`src/rtl/i2cm_pkg.sv`:
```
package i2cm_pkg;
  // register word offsets (byte addresses)
  localparam logic [3:0] CTRL_OFS = 4'h0;
  localparam logic [3:0] STAT_OFS = 4'h4;
  localparam logic [3:0] BUF_OFS  = 4'h8;
  localparam logic [3:0] RATE_OFS = 4'hc;
  // control_reg_two fields
  localparam int CTRL_START   = 0;
  localparam int CTRL_IE      = 1;
  localparam int CTRL_STOP    = 2;
  localparam int CTRL_RECEIVE_START_BIT    = 3;
  localparam int CTRL_ACKSEQ  = 4;
  localparam int CTRL_ACKVAL  = 5;
  localparam int CTRL_ACK_STATUS_BIT = 6;
  localparam int CTRL_EN      = 7;
  // port_status_reg fields
  localparam int STAT_BF    = 0;
  localparam int STAT_OV    = 1;
  localparam int STAT_WRITE_COLLISION_FLAG  = 2;
  localparam int STAT_START = 3;
  localparam int STAT_STOP  = 4;
  localparam int STAT_EVENT = 5;
  localparam int STAT_BCOL  = 6;
  // rate generator and bit counter limits
  localparam int          RATE_W     = 7;
  localparam logic [6:0]  RATE_RESET = 7'h18;
  localparam logic [3:0]  LAST_DATA  = 4'h7;
  localparam logic [3:0]  ACK_SLOT   = 4'h8;

  typedef enum logic [3:0] {
    ST_IDLE     = 4'h0,
    ST_TX_LOW   = 4'h1,
    ST_TX_HIGH  = 4'h2,
    ST_RX_LOW   = 4'h3,
    ST_RX_HIGH  = 4'h4,
    ST_ACK_LOW  = 4'h5,
    ST_ACK_HIGH = 4'h6,
    ST_STOP_A   = 4'h7,
    ST_STOP_B   = 4'h8,
    ST_STOP_C   = 4'h9
  } i2cm_state_type;

  typedef struct packed {
    logic [3:0]  adr;
    logic [31:0] dat;
    logic [3:0]  sel;
    logic        we;
  } i2cm_wb_req_type;
endpackage : i2cm_pkg

```
`src/rtl/i2cm_master.sv`:
```
`timescale 1ns/1ps
module i2cm_master (
  input  wire logic                     clk_i,
  input  wire logic                     rst_i,
  input  wire logic                     ce_i,
  input  wire logic                     wb_cyc_i,
  input  wire logic                     wb_stb_i,
  input  wire i2cm_pkg::i2cm_wb_req_type wb_req_i,
  output logic [31:0]                   wb_dat_o,
  output logic                          wb_ack_o,
  input  wire logic                     scl_i,
  input  wire logic                     sda_i,
  output logic                          scl_o,
  output logic                          scl_oe_n_o,
  output logic                          sda_o,
  output logic                          sda_oe_n_o,
  output logic                          port_irq_o
);
  import i2cm_pkg::*;

  i2cm_state_type    state_reg;
  logic [1:0]        scl_sync_reg, sda_sync_reg;
  logic              sda_prev_reg;
  logic [RATE_W-1:0] rate_reg, cnt_reg;
  logic [3:0]        bit_cnt_reg;
  logic [7:0]        shift_reg, buf_reg;
  logic              en_reg, ie_reg, ackval_reg, ack_status_bit_reg;
  logic              receive_start_bit_reg, ackseq_reg, stop_reg;
  logic              bf_reg, ov_reg, write_collision_flag_reg, event_reg, bcol_reg;
  logic              start_seen_reg, stop_seen_reg;
  logic              scl_oe_n_reg, sda_oe_n_reg, irq_reg, ack_reg, scl_o_reg, sda_o_reg;
  logic [31:0]       dat_reg;
  logic              scl_s, sda_s, hold, tick, coll, idle_ok;
  logic              acc, wr, rd, wr_ctrl, wr_stat, wr_buf, wr_rate, rd_buf;
  logic              buf_take, rx_done, tx8_done, tx9_done, ack_done, stop_done;
  logic              start_det, stop_det;
  logic [3:0]        ofs;

  // second stage only; first stage feeds nothing else
  always_ff @(posedge clk_i) begin
    if (rst_i) begin
      scl_sync_reg <= 2'h3;
      sda_sync_reg <= 2'h3;
      sda_prev_reg <= 1'b1;
    end else if (ce_i) begin
      scl_sync_reg <= {scl_sync_reg[0], scl_i};
      sda_sync_reg <= {sda_sync_reg[0], sda_i};
      sda_prev_reg <= sda_sync_reg[1];
    end
  end
  assign scl_s = scl_sync_reg[1];
  assign sda_s = sda_sync_reg[1];

  // bus line conditions, seen from any master
  assign start_det = scl_s & sda_prev_reg & ~sda_s;
  assign stop_det  = scl_s & ~sda_prev_reg & sda_s;

  // wishbone decode: answer one cycle after the strobe
  assign acc     = wb_cyc_i & wb_stb_i & ~ack_reg & ce_i;
  assign ofs     = {wb_req_i.adr[3:2], 2'h0};
  assign wr      = acc & wb_req_i.we & wb_req_i.sel[0];
  assign rd      = acc & ~wb_req_i.we;
  assign wr_ctrl = wr & (ofs == CTRL_OFS);
  assign wr_stat = wr & (ofs == STAT_OFS);
  assign wr_buf  = wr & (ofs == BUF_OFS);
  assign wr_rate = wr & (ofs == RATE_OFS);
  assign rd_buf  = rd & (ofs == BUF_OFS);

  // no queueing: commands only land while nothing runs or is pending
  assign idle_ok  = en_reg & (state_reg == ST_IDLE) & ~receive_start_bit_reg & ~ackseq_reg & ~stop_reg;
  assign buf_take = wr_buf & idle_ok;

  // generator pauses while a released SCL is still low (stretching)
  always_comb begin
    case (state_reg)
      ST_TX_HIGH, ST_RX_HIGH, ST_ACK_HIGH, ST_STOP_B: hold = ~scl_s;
      ST_STOP_A: hold = sda_s;
      ST_STOP_C: hold = ~sda_s;
      default:   hold = 1'b0;
    endcase
  end
  assign tick = ce_i & (state_reg != ST_IDLE) & ~hold & (cnt_reg == '0);

  always_ff @(posedge clk_i) begin
    if (rst_i) begin
      cnt_reg <= RATE_RESET;
    end else if (ce_i) begin
      if (state_reg == ST_IDLE || hold || cnt_reg == '0) begin
        cnt_reg <= rate_reg;
      end else begin
        cnt_reg <= cnt_reg - 1'b1;
      end
    end
  end

  // released SDA seen low while SCL high, or SCL low after the stop, means another master won
  always_comb begin
    case (state_reg)
      ST_TX_HIGH:  coll = scl_s & ~sda_s & sda_oe_n_reg & (bit_cnt_reg != ACK_SLOT);
      ST_ACK_HIGH: coll = scl_s & ~sda_s & ackval_reg;
      ST_STOP_C:   coll = ~scl_s;
      default:     coll = 1'b0;
    endcase
    coll = coll & ce_i;
  end

  assign rx_done   = tick & (state_reg == ST_RX_HIGH) & (bit_cnt_reg == LAST_DATA);
  assign tx8_done  = tick & ~coll & (state_reg == ST_TX_HIGH) & (bit_cnt_reg == LAST_DATA);
  assign tx9_done  = tick & ~coll & (state_reg == ST_TX_HIGH) & (bit_cnt_reg == ACK_SLOT);
  assign ack_done  = tick & ~coll & (state_reg == ST_ACK_HIGH);
  assign stop_done = tick & ~coll & (state_reg == ST_STOP_C);

  // sequencer
  always_ff @(posedge clk_i) begin
    if (rst_i) begin
      state_reg    <= ST_IDLE;
      bit_cnt_reg  <= 4'h0;
      shift_reg    <= 8'h00;
      scl_oe_n_reg <= 1'b1;
      sda_oe_n_reg <= 1'b1;
      ack_status_bit_reg  <= 1'b0;
    end else if (ce_i) begin
      if (!en_reg || coll) begin
        state_reg    <= ST_IDLE;
        scl_oe_n_reg <= 1'b1;
        sda_oe_n_reg <= 1'b1;
      end else begin
        case (state_reg)
          ST_IDLE: begin
            bit_cnt_reg <= 4'h0;
            if (buf_take) begin
              shift_reg    <= wb_req_i.dat[7:0];
              scl_oe_n_reg <= 1'b0;
              sda_oe_n_reg <= wb_req_i.dat[7];
              state_reg    <= ST_TX_LOW;
            end else if (receive_start_bit_reg) begin
              scl_oe_n_reg <= 1'b0;
              sda_oe_n_reg <= 1'b1;
              state_reg    <= ST_RX_LOW;
            end else if (ackseq_reg) begin
              scl_oe_n_reg <= 1'b0;
              sda_oe_n_reg <= ackval_reg;
              state_reg    <= ST_ACK_LOW;
            end else if (stop_reg) begin
              scl_oe_n_reg <= 1'b0;
              sda_oe_n_reg <= 1'b0;
              state_reg    <= ST_STOP_A;
            end
          end
          ST_TX_LOW: if (tick) begin
            scl_oe_n_reg <= 1'b1;
            state_reg    <= ST_TX_HIGH;
          end
          ST_TX_HIGH: if (tick) begin
            scl_oe_n_reg <= 1'b0;
            if (bit_cnt_reg == ACK_SLOT) begin
              ack_status_bit_reg <= sda_s;
              state_reg   <= ST_IDLE;
            end else begin
              bit_cnt_reg  <= bit_cnt_reg + 1'b1;
              shift_reg    <= {shift_reg[6:0], 1'b0};
              sda_oe_n_reg <= (bit_cnt_reg == LAST_DATA) ? 1'b1 : shift_reg[6];
              state_reg    <= ST_TX_LOW;
            end
          end
          ST_RX_LOW: if (tick) begin
            scl_oe_n_reg <= 1'b1;
            state_reg    <= ST_RX_HIGH;
          end
          ST_RX_HIGH: if (tick) begin
            scl_oe_n_reg <= 1'b0;
            shift_reg    <= {shift_reg[6:0], sda_s};
            bit_cnt_reg  <= bit_cnt_reg + 1'b1;
            state_reg    <= (bit_cnt_reg == LAST_DATA) ? ST_IDLE : ST_RX_LOW;
          end
          ST_ACK_LOW: if (tick) begin
            scl_oe_n_reg <= 1'b1;
            state_reg    <= ST_ACK_HIGH;
          end
          ST_ACK_HIGH: if (tick) begin
            scl_oe_n_reg <= 1'b0;
            state_reg    <= ST_IDLE;
          end
          ST_STOP_A: if (tick) begin
            scl_oe_n_reg <= 1'b1;
            state_reg    <= ST_STOP_B;
          end
          ST_STOP_B: if (tick) begin
            sda_oe_n_reg <= 1'b1;
            state_reg    <= ST_STOP_C;
          end
          ST_STOP_C: if (tick) begin
            state_reg <= ST_IDLE;
          end
          default: begin
            state_reg    <= ST_IDLE;
            scl_oe_n_reg <= 1'b1;
            sda_oe_n_reg <= 1'b1;
          end
        endcase
      end
    end
  end

  // control bits; sequence bits clear by hardware on finish or collision
  always_ff @(posedge clk_i) begin
    if (rst_i) begin
      en_reg     <= 1'b0;
      ie_reg     <= 1'b0;
      ackval_reg <= 1'b0;
      receive_start_bit_reg   <= 1'b0;
      ackseq_reg <= 1'b0;
      stop_reg   <= 1'b0;
      rate_reg   <= RATE_RESET;
    end else if (ce_i) begin
      if (wr_ctrl) begin
        en_reg     <= wb_req_i.dat[CTRL_EN];
        ie_reg     <= wb_req_i.dat[CTRL_IE];
        ackval_reg <= wb_req_i.dat[CTRL_ACKVAL];
      end
      if (wr_rate) begin
        rate_reg <= wb_req_i.dat[RATE_W-1:0];
      end
      if (!en_reg || coll) begin
        receive_start_bit_reg   <= 1'b0;
        ackseq_reg <= 1'b0;
        stop_reg   <= 1'b0;
      end else if (wr_ctrl && idle_ok && !wr_buf) begin
        receive_start_bit_reg   <= wb_req_i.dat[CTRL_RECEIVE_START_BIT];
        ackseq_reg <= wb_req_i.dat[CTRL_ACKSEQ];
        stop_reg   <= wb_req_i.dat[CTRL_STOP];
      end else begin
        if (rx_done) begin
          receive_start_bit_reg <= 1'b0;
        end
        if (ack_done) begin
          ackseq_reg <= 1'b0;
        end
        if (stop_done) begin
          stop_reg <= 1'b0;
        end
      end
    end
  end

  // sticky flags: a hardware set wins over a write-one clear
  always_ff @(posedge clk_i) begin
    if (rst_i) begin
      bf_reg    <= 1'b0;
      ov_reg    <= 1'b0;
      write_collision_flag_reg  <= 1'b0;
      event_reg <= 1'b0;
      bcol_reg  <= 1'b0;
      buf_reg   <= 8'h00;
    end else if (ce_i) begin
      bf_reg <= (bf_reg & ~rd_buf & ~tx8_done & ~(coll & (state_reg == ST_TX_HIGH)))
                | rx_done | buf_take;
      ov_reg <= (ov_reg & ~(wr_stat & wb_req_i.dat[STAT_OV]))
                | (rx_done & bf_reg);
      write_collision_flag_reg <= (write_collision_flag_reg & ~(wr_stat & wb_req_i.dat[STAT_WRITE_COLLISION_FLAG]))
                  | (wr_buf & ~idle_ok);
      event_reg <= (event_reg & ~(wr_stat & wb_req_i.dat[STAT_EVENT]))
                   | rx_done | tx9_done | ack_done | stop_done
                   | (stop_det & en_reg);
      bcol_reg <= (bcol_reg & ~(wr_stat & wb_req_i.dat[STAT_BCOL])) | coll;
      if (rx_done) begin
        buf_reg <= {shift_reg[6:0], sda_s};
      end else if (buf_take) begin
        buf_reg <= wb_req_i.dat[7:0];
      end
    end
  end

  // bus state, kept even after a lost arbitration
  always_ff @(posedge clk_i) begin
    if (rst_i) begin
      start_seen_reg <= 1'b0;
      stop_seen_reg  <= 1'b0;
    end else if (ce_i) begin
      if (!en_reg) begin
        start_seen_reg <= 1'b0;
        stop_seen_reg  <= 1'b0;
      end else if (start_det) begin
        start_seen_reg <= 1'b1;
        stop_seen_reg  <= 1'b0;
      end else if (stop_det) begin
        start_seen_reg <= 1'b0;
        stop_seen_reg  <= 1'b1;
      end
    end
  end

  // bus answer and registered outputs
  always_ff @(posedge clk_i) begin
    if (rst_i) begin
      ack_reg <= 1'b0;
      dat_reg <= 32'h0000_0000;
      irq_reg <= 1'b0;
    end else if (ce_i) begin
      ack_reg <= acc;
      irq_reg <= event_reg & ie_reg;
      if (rd) begin
        case (ofs)
          CTRL_OFS: dat_reg <= {24'h0, en_reg, ack_status_bit_reg, ackval_reg, ackseq_reg,
                                receive_start_bit_reg, stop_reg, ie_reg, 1'b0};
          STAT_OFS: dat_reg <= {25'h0, bcol_reg, event_reg, stop_seen_reg,
                                start_seen_reg, write_collision_flag_reg, ov_reg, bf_reg};
          BUF_OFS:  dat_reg <= {24'h0, buf_reg};
          RATE_OFS: dat_reg <= {25'h0, rate_reg};
          default:  dat_reg <= 32'h0000_0000;
        endcase
      end
    end
  end

  assign wb_ack_o   = ack_reg;
  assign wb_dat_o   = dat_reg;
  assign scl_oe_n_o = scl_oe_n_reg;
  assign sda_oe_n_o = sda_oe_n_reg;
  assign port_irq_o = irq_reg;
  // output data stays low: lines are only pulled or released
  always_ff @(posedge clk_i) begin
    if (rst_i) begin
      scl_o_reg <= 1'b0;
      sda_o_reg <= 1'b0;
    end else if (ce_i) begin
      scl_o_reg <= 1'b0;
      sda_o_reg <= 1'b0;
    end
  end
  assign scl_o = scl_o_reg;
  assign sda_o = sda_o_reg;
endmodule : i2cm_master

```
`config.mk`:
```
export PLATFORM = sky130hd
export DESIGN_NAME = i2cm_master
export DESIGN_NICKNAME = d
export VERILOG_FILES = /design/src/rtl/i2cm_pkg.sv /design/src/rtl/i2cm_master.sv
export SDC_FILE = /design/constraint.sdc
export NUM_CORES = 1
export LEC_CHECK = 0
export ABC_AREA = 0
export BUFFER_PORTS_ARGS = -buffer_cell sky130_fd_sc_hd__buf_2
export CORE_MARGIN = 2
export CORE_UTILIZATION = 27
export CTS_CLUSTER_SIZE = 20
export DETAILED_ROUTE_END_ITERATION = 16
export PLACE_DENSITY = 0.48
export SYNTH_ARGS = -nofsm -noshare
export SYNTH_HDL_FRONTEND = slang
export SYNTH_SLANG_ARGS = --single-unit
```
`constraint.sdc`:
```
create_clock -name clk_i -period 2.9 [get_ports clk_i]
set_input_delay 0.435 -clock clk_i [delete_from_list [all_inputs] [get_ports clk_i]]
set_output_delay 0.435 -clock clk_i [all_outputs]
set_load 0.03 [all_outputs]
```
# Word level (Yosys, flattened, before mapping)
# Index checks and enable logic that the tools add are counted.
totals:
  regBits: 92
  input_bits: 48
op_classes:
  n_addsub: 2
  eq_ne: 34
  n_mux: 61
  n_bitwise: 81
  n_reduce_logical: 36
ops:
  columns: ["operator", "count"]
  rows:
  - ["4-bit 2-to-1 mux", 16]
  - ["1-bit AND", 52]
  - ["4-bit one-hot mux with 9 select lines", 1]
  - ["8-bit one-hot mux with 4 select lines", 1]
  - ["1-bit 2-to-1 mux", 30]
  - ["7-bit 2-to-1 mux", 4]
  - ["3-bit inequality test (second input constant)", 7]
  - ["7-bit one-hot mux with 3 select lines", 1]
  - ["4-bit by 3-bit == test with 1-bit output (second input constant)", 5]
  - ["1-bit inverter", 19]
  - ["8-bit 2-to-1 mux", 2]
  - ["2-bit AND reduction", 8]
  - ["4-bit == test (second input constant)", 3]
  - ["3-bit by 1-bit inequality test with 1-bit output (second input constant)", 4]
  - ["4-bit one-hot mux with 3 select lines", 1]
  - ["6-bit AND reduction", 2]
  - ["3-bit nonzero test", 4]
  - ["1-bit bitwise OR", 10]
  - ["10-bit AND reduction", 1]
  - ["5-bit AND reduction", 2]
  - ["4-bit by 2-bit == test with 1-bit output (second input constant)", 2]
  - ["4-bit logical NOT", 2]
  - ["2-bit inequality test (second input constant)", 4]
  - ["1-bit one-hot mux with 4 select lines", 2]
  - ["other kinds (22)", 31]

# Logic depth before layout (Yosys ltp)
depth:
  word_depth: 15
  depth_mapped: 9
  ltp_nobuf: 8

# Least setup slack after synthesis
# No wires, ideal clock.
synth_path:
  path_type: "register to register"
  start: "register state_reg[2]"
  end: "register state_reg[0]"
  setup_ps: 121
  arrival_ps: 1908
  slack_ps: 871
  stages_incl_launch_ff: 8
  path_buffers: 1
  period_less_slack_ps: 2029
  path_cell_list: "dfxtp_1 -> buf_6 -> or4b_1 -> nor3_2 -> o221ai_4 -> nand2_4 -> o21ai_4 -> mux2_4"
synth_via:
  elab_chain_cells: 9
  word_cells_on_any_way: 39
synth_lines:
  columns: ["element", "line_no", "rtl"]
  rows:
  - ["start, declared", "i2cm_master.sv:21", "i2cm_state_type state_reg;"]
  - ["start signal, assigned", "i2cm_master.sv:174", "state_reg <= (bit_cnt_reg == LAST_DATA) ? ST_IDLE : ST_RX_LOW;"]
  - ["branches (longest 9 deep; another with 10-bit AND reduction)", null, null]
# Parallel ways; which one is timed is not known.
# A chain may end at the register's enable or synchronous reset.

# Worst setup path after layout
layout_path:
  start: "register state_reg[1]"
  end: "register state_reg[2]"
# Same word-level chain as after synthesis.

==> summary.md <==
| Metric | Value |
|---|---|
| Actual transition at the worst max-transition pin | `1.20 ns` |
| Inserted Diodes | `0` |
| Kind of critical path | `reg -> reg` |
| Cells after DPL | `677` |
| HPWL Detailed | `8250 um` |
| Area fraction of the dominant cell type after synthesis | `33.0%` |
| P&R area growth vs syn | `13.8%` |
| Via density per instance | `5.20` |
| Reg2reg setup slack | `0.25 ns` |
| Primary FF master, synth | `sky130_fd_sc_hd__dfxtp_1` |
| Internal | `1.86 mW` |
| Global placer's final weighted congestion | `0.824` |
| Met2 usage | `22.3%` |
| Total track usage | `14.5%` |
| Async set-or-reset flop fraction in the synthesized netlist | `0%` |
| Worst r2r path cells | `5` |
| Average wire per cell in the routed design | `16.4 um` |
| Cell area after technology mapping | `0.00413 mm2` |
| Seq/Total Area, Yosys | `33.0%` |
| Outcome | `completed` |
| Sinks on the clock net | `68` |
| Cell with the most instances after synthesis | `sky130_fd_sc_hd__dfxtp_1` |
| Number of buffers inserted by hold repair at cts | `0` |
| CP arrival | `2.94 ns` |
| Maximum Capacitance Violations | `0` |
| Floorplan die area | `0.0163 mm2` |
| Logic pwr share | `7.2%` |
| Width of the die | `128 um` |
| Critical R2R Capture | `state_reg[2]$_SDFFE_PP0P_` |
| Number of distinct standard cells referenced by the synthesized netlist | `74` |
| Drt first pass iters | `5` |
| Clock Power Share | `53.4%` |
| Endpoint class of the critical path | `register` |
| Pre-CTS WS | `0.307 ns` |
| Fin nets | `552` |
| Core footprint | `0.0151 mm2` |
| Switching Fraction | `23.7%` |
| RSZ-0062 raised after global routing | `no` |
| Fill cell count | `1606` |
| Antenna Violating Nets Remaining | `0` |
| Maximum clock insertion buffer count | `2` |
| Number of buffers inserted to repair setup after CTS | `0` |
| Max-slew violation total from the final report | `0` |
| Post-route setup slack | `0.248 ns` |
| Clock Latency Late Sink | `0.35 ns` |
| Top Ports | `86` |
| Via count of the first global-routing pass | `3335` |
| Critical Path Source Type | `register` |
| Count of input and output buffers | `30` |
| Min Clock Period, post-route | `2.65 ns` |
| Lkg Pwr | `1.78 nW` |
| Maximum number of pins on one net before global-route repair | `29` |
| Setup TNS after final layout | `0 ns` |
| Net switching power of the design | `0.576 mW` |
| CTS tree | `done` |
| Post-detailed-routing wire length | `11400 um` |
| Number of warnings reported in the yosys synthesis log | `0` |
| Peak supply drop | `0.223 mV` |
| Vertical die dimension | `128 um` |
| Final setup violation count | `0` |
| CP Data Required Time | `3.19 ns` |
| Violation count after the first detailed-route iteration | `266` |
| Top cell type by total area after synthesis | `sky130_fd_sc_hd__dfxtp_1` |
| Clock slew at the register clock pins of the worst setup and hold paths | `0.06 ns` |
| Fraction of layout instances using a drive strength above 1 | `18.0%` |
| First element of the critical path | `state_reg[1]$_SDFFE_PP0P_` |
| Final cycle utilization of the critical path | `91.5%` |
| Wire length of the first global-routing pass | `18500 um` |
| Count of flip-flops with a built-in enable after synthesis | `0` |
| Post-layout instance count excluding filler cells | `693` |
| Met1 Track Usage GR | `20.2%` |
| Initial cell density of the core | `27.4%` |
| Part of the total power dissipated in sequential elements | `39.4%` |
| Synthesized instance count | `481` |
| Worst min path class | `in -> reg` |
| Biggest area contributors in the synthesized netlist | `sky130_fd_sc_hd__dfxtp_1 (33%), sky130_fd_sc_hd__mux2i_1 (5.8%), sky130_fd_sc_hd__buf_4 (4.9%)` |
| Post-CTS Resized | `0` |
| Met3 capacity usage during global routing | `3.43%` |
| GRT Max-Usage Layer | `met2` |
| Routed via count | `3601` |
| Power density cells | `518 mW/mm2` |
| Row count | `45` |
| Destination of the critical timing path | `state_reg[2]$_SDFFE_PP0P_` |
| Relative slew slack | `19.6%` |
| Highest net fanout along the worst path | `16` |
| Clk_skew | `0.00712 ns` |
| Yosys reg bits | `68` |
| Reg-to-Reg Start | `state_reg[1]$_SDFFE_PP0P_` |
| Cell at the root of the clock tree | `sky130_fd_sc_hd__clkbuf_16` |
| Mean post-synth cell area | `8.58 um2` |
| Hold violation count in the final report | `0` |
| Number of design rule violations left after detail routing | `0` |
| Most numerous cell types in the synthesized netlist | `sky130_fd_sc_hd__dfxtp_1 (68), sky130_fd_sc_hd__nor2_1 (45), sky130_fd_sc_hd__nand2_1 (34)` |
| TritonCTS Buffers | `9` |
| Overflow left after global routing | `0` |
| H-tree depth | `3` |
| Maximum clock frequency | `377 MHz` |
| Initial antenna violation count | `0` |
[layout by cell type, fill, tap and decap left out, types with 9 or more instances in the layout]
cell type	count
sky130_fd_sc_hd__or3_1	9
sky130_fd_sc_hd__a211oi_1	13
sky130_fd_sc_hd__nor2_1	45
sky130_fd_sc_hd__buf_4	11
sky130_fd_sc_hd__nand2_1	34
sky130_fd_sc_hd__nor2b_1	11
sky130_fd_sc_hd__nand2b_1	9
sky130_fd_sc_hd__clkbuf_16	9
sky130_fd_sc_hd__a21oi_1	31
sky130_fd_sc_hd__o21ai_0	15
sky130_fd_sc_hd__conb_1	26
sky130_fd_sc_hd__nand3_1	9
sky130_fd_sc_hd__nor3_1	9
sky130_fd_sc_hd__a211o_1	10
sky130_fd_sc_hd__dfxtp_1	68
sky130_fd_sc_hd__buf_2	30
sky130_fd_sc_hd__inv_1	15
sky130_fd_sc_hd__mux2i_1	24
[metal layers]
layer  part of all wire (%)  wire [um]  up-vias
met1                     50       5640     1758
met2                     44       5020       98
li1                       -          -     1735
met4                    1.4        158        0
met3                    4.9        552       10
met5                      0          0        -
[stage by stage]
stage	instance area (um2)	hold WS [ns]	utilization, %	power, mW
2_1_floorplan	4220	0.431	-	1.13
3_3_place_gp	4350	0.442	28.8	1.15
3_5_place_dp	4350	0.446	28.8	1.15
4_1_cts	4700	0.298	31.1	2.45
5_1_grt	4700	0.310	31.1	2.51
6_report	4700	0.307	31.1	2.43
[how the worst min path moves through the flow]
stage	from	endpoint	cells after the start
floorplan	scl_sync_reg[0]$_SDFFE_PP1P_	scl_sync_reg[1]$_SDFFE_PP1P_	1
global placement	scl_sync_reg[0]$_SDFFE_PP1P_	scl_sync_reg[1]$_SDFFE_PP1P_	1
detailed placement	wb_dat_o[2]$_SDFFE_PP0P_	wb_dat_o[2]$_SDFFE_PP0P_	2
CTS	scl_i	scl_sync_reg[0]$_SDFFE_PP1P_	2
global route	scl_i	scl_sync_reg[0]$_SDFFE_PP1P_	2
finish	scl_i	scl_sync_reg[0]$_SDFFE_PP1P_	2
[logic make-up after synthesis]
family	Yosys count	share of synthesized area (%)
XOR/XNOR	1	0.212
multiplexers	34	10.5
AO/OA/AOI/OAI	130	23.3
buffers and inverters	73	9.67
flip-flops	68	33.0
AND/OR/NAND/NOR	170	22.0
other	1	0.0908
adder cells (fa/ha/maj)	4	1.21
[worst max-delay path, stage by stage (launching register included)]
cell                       delay (ns)
sky130_fd_sc_hd__dfxtp_1         0.48
sky130_fd_sc_hd__nor4_1          0.59
sky130_fd_sc_hd__a21boi_1        1.03
sky130_fd_sc_hd__a21oi_1         0.19
sky130_fd_sc_hd__nor2_1          0.15
sky130_fd_sc_hd__mux2_4          0.15
[final cells by class]
cell class	instances	area [um2]	area share (%)
multi-input combinational	365	2460	52.4
sequential	68	1360	29.0
clock buffer	10	239	5.09
tap	188	235	5.01
timing repair buffer	41	233	4.95
clock inverter	6	111	2.37
inverter	15	56.3	1.20
[power by group through the flow]
stage	Combinational [mW]	Clock (mW)	Sequential [mW]
after detailed placement	0.174	0	0.979
after floorplan	0.153	0	0.974
after global placement	0.172	0	0.978
after global routing	0.189	1.36	0.959
after CTS	0.174	1.32	0.958
final	0.174	1.30	0.958
Note: power is estimated with default switching activity, not from simulation.
